File: src/rtl/dmcw_consts.svh
// Purpose: Offsets, field positions, reset values and counts of the DMA channel mode block.
// Assumes: 32-bit register bus, one aligned word per register.
// Notes:   Definitions only; included by bare name.
`ifndef DMCW_CONSTS_SVH
`define DMCW_CONSTS_SVH

// ************************************************************
// Register byte offsets.
// ************************************************************
`define DMCW_OFS_CTRL      8'h00
`define DMCW_OFS_STATUS    8'h08
`define DMCW_OFS_STALL     8'h10
`define DMCW_OFS_DELAY     8'h14
`define DMCW_OFS_SLOT0     8'h20
`define DMCW_OFS_SLOT7     8'h3C

// ************************************************************
// Control word fields.
// ************************************************************
`define DMCW_CTL_METHOD    0
`define DMCW_CTL_DIR       1
`define DMCW_CTL_SIZE_LO   2
`define DMCW_CTL_SIZE_HI   4
`define DMCW_CTL_SIMPLE    5
`define DMCW_CTL_ERR_IE    12
`define DMCW_CTL_EXT_REQ   13
`define DMCW_CTL_MASK      32'h0000_303F
`define DMCW_CTL_RESET     14'h0000

// ************************************************************
// Status word fields.
// ************************************************************
`define DMCW_ST_CFG_ERR    3
`define DMCW_ST_ERR_END    7
`define DMCW_ST_STALL      9
`define DMCW_ST_WC_LO      16

// ************************************************************
// Reset values and counts.
// ************************************************************
`define DMCW_WC_RESET      16'h0000
`define DMCW_STALL_RESET   22'h00_0000
`define DMCW_DELAY_RESET   16'h0000
`define DMCW_PRE_LAST      6'h3F
`define DMCW_SLOTS         8
`define DMCW_SIMPLE_LAST   3'h3
`define DMCW_FULL_LAST     3'h7
`define DMCW_FIFO_DEPTH    8
`define DMCW_RESP_OKAY     2'h0
`define DMCW_RESP_DECERR   2'h3

`endif

File: src/rtl/dmcw_pkg.sv
// Purpose: Types shared by the DMA channel mode block.
// Assumes: Constants come from dmcw_consts.svh.
// Notes:   One-hot wait counter states.
package dmcw_pkg;

  // ************************************************************
  // Wait counter states.
  // ************************************************************
  typedef enum logic [3:0] {
    WC_IDLE  = 4'h1,
    WC_IO    = 4'h2,
    WC_STALL = 4'h4,
    WC_MEM   = 4'h8
  } dmcw_wc_state_type;

  // Bus operation size codes.
  typedef enum logic [2:0] {
    SZ_1B    = 3'h0,
    SZ_2B    = 3'h1,
    SZ_4B    = 3'h2,
    SZ_8B    = 3'h3,
    SZ_4DW   = 3'h4,
    SZ_8DW   = 3'h5,
    SZ_BAD   = 3'h6,
    SZ_32DW  = 3'h7
  } dmcw_size_type;

endpackage : dmcw_pkg
File: src/rtl/dmcw_channel.sv
// Purpose: DMA channel mode bits, descriptor loading and wait counter.
// Assumes: AXI4-Lite slave on clk_in at 125 MHz; bus grant is synchronous.
// Notes:   Descriptor words arrive through an 8-word FIFO.
//
// Overview of operation
// Simple chain loads only four registers.
// Otherwise descriptor loads all eight registers.
// Size field decodes bytes per bus operation.
// Sizes 101 and 111 need single address.
// Large sizes are ceilings, not exact amounts.
// Direction bit: 1 memory-to-I/O, 0 I/O-to-memory.
// Dual address ignores direction bit.
// Software clears direction for memory fill.
// Method bit: 1 single, 0 dual, reset 0.
// I/O mode counter decrements every 64 cycles.
// I/O mode reload is stall interval over 64.
// Stall reached: flag, reload, halt counting.
// Clearing stall flag restarts counting.
// Memory mode loads delay, decrements every cycle.
// At zero stop and request the bus.
// Wait counter read-only, resets to zero.
// Error enable raises interrupt on stall/error.
// Stall flag held until write-one clears.
// Illegal size settings raise configuration error.
`timescale 1ns/1ps
`include "dmcw_consts.svh"
module dmcw_channel
  import dmcw_pkg::*;
(
  // Clock and reset.
  input  wire logic        clk_in,
  input  wire logic        rst_n_in,
  // AXI4-Lite write channels.
  input  wire logic        s_axi_awvalid_in,
  input  wire logic [7:0]  s_axi_awaddr_in,
  output logic             s_axi_awready_out,
  input  wire logic        s_axi_wvalid_in,
  input  wire logic [31:0] s_axi_wdata_in,
  input  wire logic [3:0]  s_axi_wstrb_in,
  output logic             s_axi_wready_out,
  output logic             s_axi_bvalid_out,
  output logic [1:0]       s_axi_bresp_out,
  input  wire logic        s_axi_bready_in,
  // AXI4-Lite read channels.
  input  wire logic        s_axi_arvalid_in,
  input  wire logic [7:0]  s_axi_araddr_in,
  output logic             s_axi_arready_out,
  output logic             s_axi_rvalid_out,
  output logic [31:0]      s_axi_rdata_out,
  output logic [1:0]       s_axi_rresp_out,
  input  wire logic        s_axi_rready_in,
  // Descriptor stream.
  input  wire logic        desc_valid_in,
  input  wire logic [31:0] desc_data_in,
  output logic             desc_ready_out,
  input  wire logic        chain_fetch_in,
  output logic             fetch_busy_out,
  // Internal bus ownership and transfer setup.
  input  wire logic        bus_grant_in,
  output logic             bus_request_out,
  output logic [8:0]       bus_op_bytes_out,
  output logic             single_addr_out,
  output logic             xfer_to_io_out,
  output logic             stall_detect_out,
  output logic             irq_out
);

  typedef struct packed {
    logic                          aw_got;
    logic [7:0]                    aw_addr;
    logic                          w_got;
    logic [31:0]                   w_data;
    logic [3:0]                    w_strb;
    logic                          awready;
    logic                          wready;
    logic                          bvalid;
    logic [1:0]                    bresp;
    logic                          arready;
    logic                          rvalid;
    logic [31:0]                   rdata;
    logic [1:0]                    rresp;
    logic [13:0]                   ctrl;
    logic [21:0]                   stall_ivl;
    logic [15:0]                   req_delay;
    logic [`DMCW_SLOTS-1:0][31:0]  slot;
    logic                          fetch;
    logic [2:0]                    widx;
    dmcw_wc_state_type             wst;
    logic [15:0]                   wc;
    logic [5:0]                    pre;
    logic                          stall;
    logic                          cfg_err;
    logic                          grant_q;
    logic                          bus_req;
    logic [8:0]                    op_bytes;
    logic                          dir;
    logic                          irq;
  } dmcw_state_type;

  dmcw_state_type st;
  dmcw_state_type next_st;
  logic           fifo_valid;
  logic [31:0]    fifo_data;
  logic           release_ev;
  logic           wr_fire;
  logic           stall_clr;
  logic           stall_set;
  logic           cfg_set;
  logic [31:0]    ctrl_new;
  logic [15:0]    io_reload;
  logic [31:0]    ivl_new;
  logic [31:0]    dly_new;

  // ************************************************************
  // Helpers.
  // ************************************************************

  // Byte-lane merge of a write into an existing word.
  function automatic logic [31:0] merge(input logic [31:0] old, input logic [31:0] data,
                                        input logic [3:0] strb);
    logic [31:0] res;
    res = old;
    for (int b = 0; b < 4; b++) begin
      if (strb[b]) begin
        res[b*8 +: 8] = data[b*8 +: 8];
      end
    end
    return res;
  endfunction : merge

  // size decode
  // sizes are ceilings only
  // A size of four double words or more is only the largest amount per operation; the
  // bus master below may split it, so nothing here counts bytes against it.
  function automatic logic [8:0] size_bytes(input logic [2:0] code);
    logic [8:0] n;
    case (dmcw_size_type'(code))
      SZ_1B:   n = 9'h001;
      SZ_2B:   n = 9'h002;
      SZ_4B:   n = 9'h004;
      SZ_8B:   n = 9'h008;
      SZ_4DW:  n = 9'h020;
      SZ_8DW:  n = 9'h040;
      SZ_32DW: n = 9'h100;
      default: n = 9'h000;
    endcase
    return n;
  endfunction : size_bytes

  // illegal size check
  function automatic logic size_illegal(input logic [13:0] c);
    logic [2:0] sz;
    sz = c[`DMCW_CTL_SIZE_HI:`DMCW_CTL_SIZE_LO];
    return (sz == SZ_BAD) ||
           (!c[`DMCW_CTL_METHOD] && ((sz == SZ_8DW) || (sz == SZ_32DW)));
  endfunction : size_illegal

  // ************************************************************
  // Descriptor FIFO.
  // ************************************************************
  dmcw_fifo #(
    .WIDTH (32),
    .DEPTH (`DMCW_FIFO_DEPTH)
  ) u_fifo (
    .clk_in        (clk_in),
    .rst_n_in      (rst_n_in),
    .in_valid_in   (desc_valid_in),
    .in_data_in    (desc_data_in),
    .in_ready_out  (desc_ready_out),
    .out_valid_out (fifo_valid),
    .out_data_out  (fifo_data),
    .out_ready_in  (st.fetch)
  );

  // Shared decode terms.
  assign release_ev = st.grant_q && !bus_grant_in;
  assign wr_fire    = st.aw_got && st.w_got && !st.bvalid;
  assign stall_clr  = wr_fire && (st.aw_addr == `DMCW_OFS_STATUS) &&
                      st.w_strb[1] && st.w_data[`DMCW_ST_STALL];
  assign ctrl_new   = merge({18'h0, st.ctrl}, st.w_data, st.w_strb) & `DMCW_CTL_MASK;
  // reload is the stall interval divided by 64
  assign io_reload  = st.stall_ivl[21:6];
  // Merged write images of the count fields; a function result cannot be part-selected.
  assign ivl_new    = merge({10'h0, st.stall_ivl}, st.w_data, st.w_strb);
  assign dly_new    = merge({16'h0, st.req_delay}, st.w_data, st.w_strb);

  // ************************************************************
  // Next-state logic.
  // ************************************************************
  always_comb begin
    next_st   = st;
    stall_set = 1'b0;
    cfg_set   = 1'b0;
    next_st.grant_q = bus_grant_in;

    // Write address and data are taken in either order.
    if (s_axi_awvalid_in && st.awready) begin
      next_st.aw_got  = 1'b1;
      next_st.aw_addr = s_axi_awaddr_in;
    end
    if (s_axi_wvalid_in && st.wready) begin
      next_st.w_got  = 1'b1;
      next_st.w_data = s_axi_wdata_in;
      next_st.w_strb = s_axi_wstrb_in;
    end
    if (st.bvalid && s_axi_bready_in) begin
      next_st.bvalid = 1'b0;
    end

    // Register writes; status bits are write-one-to-clear, wait counter is read-only.
    if (wr_fire) begin
      next_st.aw_got = 1'b0;
      next_st.w_got  = 1'b0;
      next_st.bvalid = 1'b1;
      next_st.bresp  = `DMCW_RESP_OKAY;
      if (st.aw_addr == `DMCW_OFS_CTRL) begin
        next_st.ctrl = ctrl_new[13:0];
        // flag illegal size
        cfg_set = size_illegal(ctrl_new[13:0]);
      end else if (st.aw_addr == `DMCW_OFS_STATUS) begin
        if (st.w_strb[0] && st.w_data[`DMCW_ST_CFG_ERR]) begin
          next_st.cfg_err = 1'b0;
        end
      end else if (st.aw_addr == `DMCW_OFS_STALL) begin
        next_st.stall_ivl = ivl_new[21:0];
      end else if (st.aw_addr == `DMCW_OFS_DELAY) begin
        next_st.req_delay = dly_new[15:0];
      end else if ((st.aw_addr >= `DMCW_OFS_SLOT0) && (st.aw_addr <= `DMCW_OFS_SLOT7) &&
                   (st.aw_addr[1:0] == 2'h0)) begin
        next_st.slot[st.aw_addr[4:2]] = merge(st.slot[st.aw_addr[4:2]], st.w_data,
                                              st.w_strb);
      end else begin
        next_st.bresp = `DMCW_RESP_DECERR;
      end
    end
    next_st.awready = !next_st.aw_got && !next_st.bvalid;
    next_st.wready  = !next_st.w_got && !next_st.bvalid;

    // Read channel: one read at a time, data valid the cycle after the address.
    if (st.rvalid && s_axi_rready_in) begin
      next_st.rvalid = 1'b0;
    end
    if (s_axi_arvalid_in && st.arready) begin
      next_st.rvalid = 1'b1;
      next_st.rresp  = `DMCW_RESP_OKAY;
      next_st.rdata  = 32'h0000_0000;
      if (s_axi_araddr_in == `DMCW_OFS_CTRL) begin
        next_st.rdata = {18'h0, st.ctrl};
      end else if (s_axi_araddr_in == `DMCW_OFS_STATUS) begin
        // read-only wait counter
        next_st.rdata[31:`DMCW_ST_WC_LO] = st.wc;
        next_st.rdata[`DMCW_ST_STALL]    = st.stall;
        next_st.rdata[`DMCW_ST_ERR_END]  = st.cfg_err;
        next_st.rdata[`DMCW_ST_CFG_ERR]  = st.cfg_err;
      end else if (s_axi_araddr_in == `DMCW_OFS_STALL) begin
        next_st.rdata = {10'h0, st.stall_ivl};
      end else if (s_axi_araddr_in == `DMCW_OFS_DELAY) begin
        next_st.rdata = {16'h0, st.req_delay};
      end else if ((s_axi_araddr_in >= `DMCW_OFS_SLOT0) &&
                   (s_axi_araddr_in <= `DMCW_OFS_SLOT7) &&
                   (s_axi_araddr_in[1:0] == 2'h0)) begin
        next_st.rdata = st.slot[s_axi_araddr_in[4:2]];
      end else begin
        next_st.rresp = `DMCW_RESP_DECERR;
      end
    end
    next_st.arready = !next_st.rvalid;

    // Descriptor fetch: a start pulse is ignored while a fetch runs.
    if (chain_fetch_in && !st.fetch) begin
      next_st.fetch = 1'b1;
      next_st.widx  = 3'h0;
    end else if (st.fetch && fifo_valid) begin
      // simple chain stops after chain, source, destination and count
      // full chain fills all eight slots
      next_st.slot[st.widx] = fifo_data;
      next_st.widx          = st.widx + 3'h1;
      if (st.widx == (st.ctrl[`DMCW_CTL_SIMPLE] ? `DMCW_SIMPLE_LAST : `DMCW_FULL_LAST)) begin
        next_st.fetch = 1'b0;
      end
    end

    // The request is dropped once the channel owns the bus again.
    if (bus_grant_in) begin
      next_st.bus_req = 1'b0;
    end

    // Wait counter sequencing.
    case (st.wst)
      WC_IDLE: begin
        if (release_ev) begin
          next_st.pre = 6'h00;
          if (st.ctrl[`DMCW_CTL_EXT_REQ]) begin
            // reload on release
            next_st.wc  = io_reload;
            next_st.wst = WC_IO;
          end else begin
            // load request delay
            next_st.wc  = st.req_delay;
            next_st.wst = WC_MEM;
          end
        end
      end
      WC_IO: begin
        if (bus_grant_in) begin
          next_st.wst = WC_IDLE;
        end else begin
          // one step per 64 cycles
          next_st.pre = st.pre + 6'h01;
          if (st.pre == `DMCW_PRE_LAST) begin
            if (st.wc <= 16'h0001) begin
              // flag, reload and halt
              stall_set   = 1'b1;
              next_st.wc  = io_reload;
              next_st.wst = WC_STALL;
            end else begin
              next_st.wc = st.wc - 16'h0001;
            end
          end
        end
      end
      WC_STALL: begin
        // clearing the flag restarts detection
        if (stall_clr) begin
          next_st.wc  = io_reload;
          next_st.pre = 6'h00;
          next_st.wst = WC_IO;
        end
      end
      WC_MEM: begin
        if (bus_grant_in) begin
          next_st.wst = WC_IDLE;
        end else if (st.wc == 16'h0000) begin
          // stop and request the bus
          next_st.bus_req = 1'b1;
          next_st.wst     = WC_IDLE;
        end else begin
          // one step per cycle
          next_st.wc = st.wc - 16'h0001;
        end
      end
      default: begin
        next_st.wst = WC_IDLE;
      end
    endcase

    // flag held until cleared; a new stall wins over the clear
    next_st.stall   = (st.stall && !stall_clr) || stall_set;
    // A configuration error in the same cycle as its clear stays set.
    next_st.cfg_err = next_st.cfg_err || cfg_set;

    // method select
    // direction in single address mode
    // dual address ignores direction
    next_st.dir      = st.ctrl[`DMCW_CTL_METHOD] && st.ctrl[`DMCW_CTL_DIR];
    next_st.op_bytes = size_bytes(st.ctrl[`DMCW_CTL_SIZE_HI:`DMCW_CTL_SIZE_LO]);
    // error interrupt
    next_st.irq      = st.ctrl[`DMCW_CTL_ERR_IE] && (st.stall || st.cfg_err);
  end

  // ************************************************************
  // State register.
  // ************************************************************
  always_ff @(posedge clk_in) begin
    if (!rst_n_in) begin
      st         <= '0;
      st.wst     <= WC_IDLE;
      st.ctrl    <= `DMCW_CTL_RESET;
      st.wc      <= `DMCW_WC_RESET;
      st.awready <= 1'b1;
      st.wready  <= 1'b1;
      st.arready <= 1'b1;
    end else begin
      st <= next_st;
    end
  end

  // Outputs straight from the state register.
  assign s_axi_awready_out = st.awready;
  assign s_axi_wready_out  = st.wready;
  assign s_axi_bvalid_out  = st.bvalid;
  assign s_axi_bresp_out   = st.bresp;
  assign s_axi_arready_out = st.arready;
  assign s_axi_rvalid_out  = st.rvalid;
  assign s_axi_rdata_out   = st.rdata;
  assign s_axi_rresp_out   = st.rresp;
  assign fetch_busy_out    = st.fetch;
  assign bus_request_out   = st.bus_req;
  assign bus_op_bytes_out  = st.op_bytes;
  assign single_addr_out   = st.ctrl[`DMCW_CTL_METHOD];
  assign xfer_to_io_out    = st.dir;
  assign stall_detect_out  = st.stall;
  assign irq_out           = st.irq;
endmodule : dmcw_channel

File: src/rtl/dmcw_fifo.sv
// Purpose: Small flop-based FIFO for descriptor words.
// Assumes: Single clock, synchronous active-low reset.
// Notes:   in_ready and out_valid are decoded from the occupancy count flop.
`timescale 1ns/1ps
module dmcw_fifo #(
  parameter int WIDTH = 32,
  parameter int DEPTH = 8
) (
  // Clock and reset.
  input  wire logic             clk_in,
  input  wire logic             rst_n_in,
  // Fill side.
  input  wire logic             in_valid_in,
  input  wire logic [WIDTH-1:0] in_data_in,
  output logic                  in_ready_out,
  // Drain side.
  output logic                  out_valid_out,
  output logic [WIDTH-1:0]      out_data_out,
  input  wire logic             out_ready_in
);
  localparam int AW = $clog2(DEPTH);

  typedef struct packed {
    logic [DEPTH-1:0][WIDTH-1:0] mem;
    logic [AW-1:0]               wp;
    logic [AW-1:0]               rp;
    logic [AW:0]                 cnt;
  } dmcw_fifo_state_type;

  dmcw_fifo_state_type st;
  dmcw_fifo_state_type next_st;
  logic                push;
  logic                pop;

  // Flags are decoded from the occupancy count, which is a flop.
  assign in_ready_out  = (st.cnt != (AW+1)'(DEPTH));
  assign out_valid_out = (st.cnt != '0);
  assign out_data_out  = st.mem[st.rp];
  assign push          = in_valid_in && in_ready_out;
  assign pop           = out_valid_out && out_ready_in;

  // Pointer and storage update; simultaneous push and pop keep the count.
  always_comb begin
    next_st = st;
    if (push) begin
      next_st.mem[st.wp] = in_data_in;
      next_st.wp         = st.wp + 1'b1;
    end
    if (pop) begin
      next_st.rp = st.rp + 1'b1;
    end
    if (push && !pop) begin
      next_st.cnt = st.cnt + 1'b1;
    end else if (pop && !push) begin
      next_st.cnt = st.cnt - 1'b1;
    end
  end

  // State register.
  always_ff @(posedge clk_in) begin
    if (!rst_n_in) begin
      st <= '0;
    end else begin
      st <= next_st;
    end
  end

endmodule : dmcw_fifo

File: config.mk
export PLATFORM = sky130hd
export DESIGN_NAME = dmcw_channel
export DESIGN_NICKNAME = d
export VERILOG_FILES = /design/src/rtl/dmcw_pkg.sv /design/src/rtl/dmcw_channel.sv /design/src/rtl/dmcw_fifo.sv
export VERILOG_INCLUDE_DIRS = /design/src /design/src/rtl
export SDC_FILE = /design/constraint.sdc
export NUM_CORES = 2
export LEC_CHECK = 0
export ABC_AREA = 1
export BUFFER_PORTS_ARGS = -buffer_cell sky130_fd_sc_hd__buf_2
export CAP_MARGIN = 20
export CORE_MARGIN = 2
export CORE_UTILIZATION = 30
export DETAILED_ROUTE_END_ITERATION = 6
export SYNTH_ARGS = -nofsm -noshare
export SYNTH_HDL_FRONTEND = slang
export SYNTH_SLANG_ARGS = --single-unit
export TNS_END_PERCENT = 50
File: constraint.sdc
create_clock -name clk_in -period 2.4 [get_ports clk_in]
set_input_delay 0 -clock clk_in [delete_from_list [all_inputs] [get_ports clk_in]]
set_output_delay 0 -clock clk_in [all_outputs]
set_load 0.02 [all_outputs]
==> metrics.csv <==
metric,value,unit
setup-tns-final,0,ns
setup_slack,0.108,ns
rows,126,
cts_hold_buf,101,
core_area,118000,µm²
synth_fa_ha_area_share,0.370,%
power.switching,11.8,mW
syn_area_per_cell,6.54,µm²
seq_power_share,37.6,%
ys_seq_area_share,38.9,%
antenna_found_initial,4,
rr_startpoint,st[433]$_SDFFE_PN0P_,
skew,0.0386,ns
clk_latency,0.66,ns
grt_start_max_net_pins,108,
synth_top_family_by_area,compound AO/OA/AOI/OAI gates,
final_util,35.8,%
tightest_slew,0.806,ns
vias_per_cell,5.29,
final_common_cell,nand2_1,
most-common-layout-cells,"1214 x nand2_1, 969 x a21oi_1, 706 x o21ai_0",
dp_cells,6925,
drt_pass1_iterations,7,
cts_tree,built,
grt_pass1_wl,215000,µm
power_leakage,17.0,nW
cellPowerDensity,803,nW/µm²
ys_warn_count,0,
cts_root_buffer,clkbuf_16,
wl,144000,µm
synth_xor_area_share,0.367,%
nets,5674,
failed_checks,DRC,
ant_nets,0,
crit_required,3.01,ns
drt_iter0_drc,4761,
hold_viol,0,
r2r_setup_slack,0.11,ns
crit_path_end_kind,register,
p_comb_share,25.1,%
cts_resized,0,
synthToLayoutAreaGrowth,18.2,%
path_clk_slew,0.07,ns
crit_arrival,2.91,ns
synthDistinctLibCells,52,
start_util,30.3,%
htreeDepth,3,
internal_power,22.3,mW
num_vias,37900,
max_freq,436,MHz
synth_seq_cells,696,
total_power,34.0,mW
reg2regPathDepth,12,
cpPeakStageDelay,0.53,ns
criticalPathCategory,register to register,
cts_buffers,78,
die_y,350,µm
whs_path_depth,4,
whs,0.0204,ns
grt_use_met2,33.5,%
synth_cells,5477,
drc_errors,2,
finalMaxSlewViolations,0,
grtUsageTotal,22.8,%
clockBufferDepth,3,
crit_chain,"buf_4, nand2_2, inv_2, buf_12, nand2_1, nand4_1, nand3_1, o21ai_1, nand2_1, nand3_1, nand2_1, inv_1",
p_sw_share,34.6,%
crit_top_cell,nand2_1,
peakVddDrop,637,µV
pwr-share-clk,37.3,%
grt_pass1_vias,34300,
gp_congestion,0.941,
fin_cells,7168,
fp.dieW,350,µm
crit_slowest_cell,dfxtp_1,
startpoint_type,register,
synth_mux_area_share,0,%
pre_cts_ws,0.197,ns
setup-violations-final,0,
dieArea,122000,µm²
min_period,2.29,ns
dpl-instance-area,38600,µm²
synth_compound_area_share,26.3,%
fin_area,42400,µm²
wl_per_cell,20.1,µm
yosys.area_share.simple,21.9,%
hp-start,s_axi_wvalid_in,
cap_violations,0,
io_buffers,148,
crit_fanout,13,
slew-limit-headroom,46.2,%
dp_hpwl,91300,µm
rsz0062_at_grt,false,
overflow,0,
postCtsSetupBuffers,0,
fin_crit_sh,95.5,%
r2r_end,st[89]$_SDFF_PN0_,
groute.layer.met1.usage,30.8,%
synthesis.area,35800,µm²
drive_gt1_share,9.91,%
met3_usage,5.41,%
cts.sinks,696,
ios,151,
busiest_layer,met2,
min_path_type,primary input to register,
status,"finished, violations left",
whs_endpoint,st[408]$_SDFFE_PN0P_,
layout make-up:
| cell class | instances | area [µm²] |
|---|---|---|
| sequential | 696 | 13900 |
| fill | 12700 | 75900 |
| antenna | 2 | 5.00 |
| clock buffer | 103 | 2200 |
| tap | 1536 | 1920 |
| timing repair buffer | 434 | 3800 |
| clock inverter | 37 | 514 |
| multi-input combinational | 3712 | 17600 |
| inverter | 648 | 2440 |
registers in the layout, indices dropped and copies added (netlist names):
signal,count
s_axi_rdata_out,32
fetch_busy_out,1
io_reload,16
u_fifo.st,266
bus_request_out,1
irq_out,1
single_addr_out,1
bus_op_bytes_out,7
s_axi_bresp_out,1
s_axi_wready_out,1
s_axi_rresp_out,1
s_axi_bvalid_out,1
stall_detect_out,1
s_axi_rvalid_out,1
s_axi_awready_out,1
s_axi_arready_out,1
xfer_to_io_out,1
st,362
critical path: cells and delay by family (launching register included):
kind | cells | cell delay (ns)
AND/OR/NAND/NOR | 7 | 0.66
AO/OA/AOI/OAI | 1 | 0.40
flip-flops | 1 | 0.53
buffers and inverters | 4 | 0.64
synthesized netlist by cell type (all sizes together):
library cell,instances,share of area (%)
nand2,1221,13
a21oi,970,14
o21ai,725,10
dfxtp,696,39
inv,639,6.7
nor2,285,3.3
nand3,239,3.4
clkbuf,238,2.5
buf,184,3.0
nand4,82,1.5
o211ai,27,0.57
o22ai,25,0.44
o21a,21,0.44
a22oi,17,0.36
nor3,15,0.25
or2,13,0.23
xor2,12,0.29
a211oi,11,0.23
clkinv,9,0.094
ha,9,0.31
a31oi,8,0.14
o31ai,7,0.16
nand3b,4,0.084
nor4,4,0.13
nor3b,3,0.063
o2111ai,3,0.073
o221ai,3,0.073
xnor2,3,0.073
o21bai,2,0.042
conb,1,0.010
fa,1,0.056
how the worst max path moves through the flow:
stage                               from                          endpoint  slack [ns]
2_1_floorplan  u_fifo.st[0]$_SDFFE_PN0P_         u_fifo.st[3]$_SDFFE_PN0P_        0.15
3_3_place_gp          s_axi_araddr_in[2]  s_axi_rdata_out[18]$_SDFFE_PN0P_        0.20
3_5_place_dp          s_axi_araddr_in[2]  s_axi_rdata_out[18]$_SDFFE_PN0P_        0.20
4_1_cts             st[433]$_SDFFE_PN0P_                 st[89]$_SDFF_PN0_        0.21
5_1_grt             st[433]$_SDFFE_PN0P_                st[153]$_SDFF_PN0_        0.02
6_report            st[433]$_SDFFE_PN0P_                 st[89]$_SDFF_PN0_        0.11
power by group through the flow:
stage | combinational (mW) | clock, mW | sequential (mW)
after global routing | 9.37 | 13.3 | 12.9
after CTS | 8.35 | 12.9 | 12.8
final | 8.55 | 12.7 | 12.8
after floorplan | 5.12 | 0 | 12.9
after global placement | 8.12 | 0 | 13.0
after detailed placement | 8.16 | 0 | 13.0
routing by layer:
metal	vias up	part of all wire, %	wire [µm]
li1	18100	-	-
met1	17400	42	60500
met2	1994	42	60000
met3	401	11	15700
met4	8	5.4	7840
met5	-	0.053	77
kinds of logic (layout without fill, tap and decap cells):
logic type | after synthesis | after routing
AOI/OAI and AO/OA | 1819 | 1819
and+or+nand+nor | 1866 | 1866
buffers and inverters | 1070 | 1222
adders and majority gates | 10 | 10
other | 1 | 4
xor gates and xnor gates | 15 | 15
DFF | 696 | 696
Note: power is estimated with default switching activity, not from simulation.
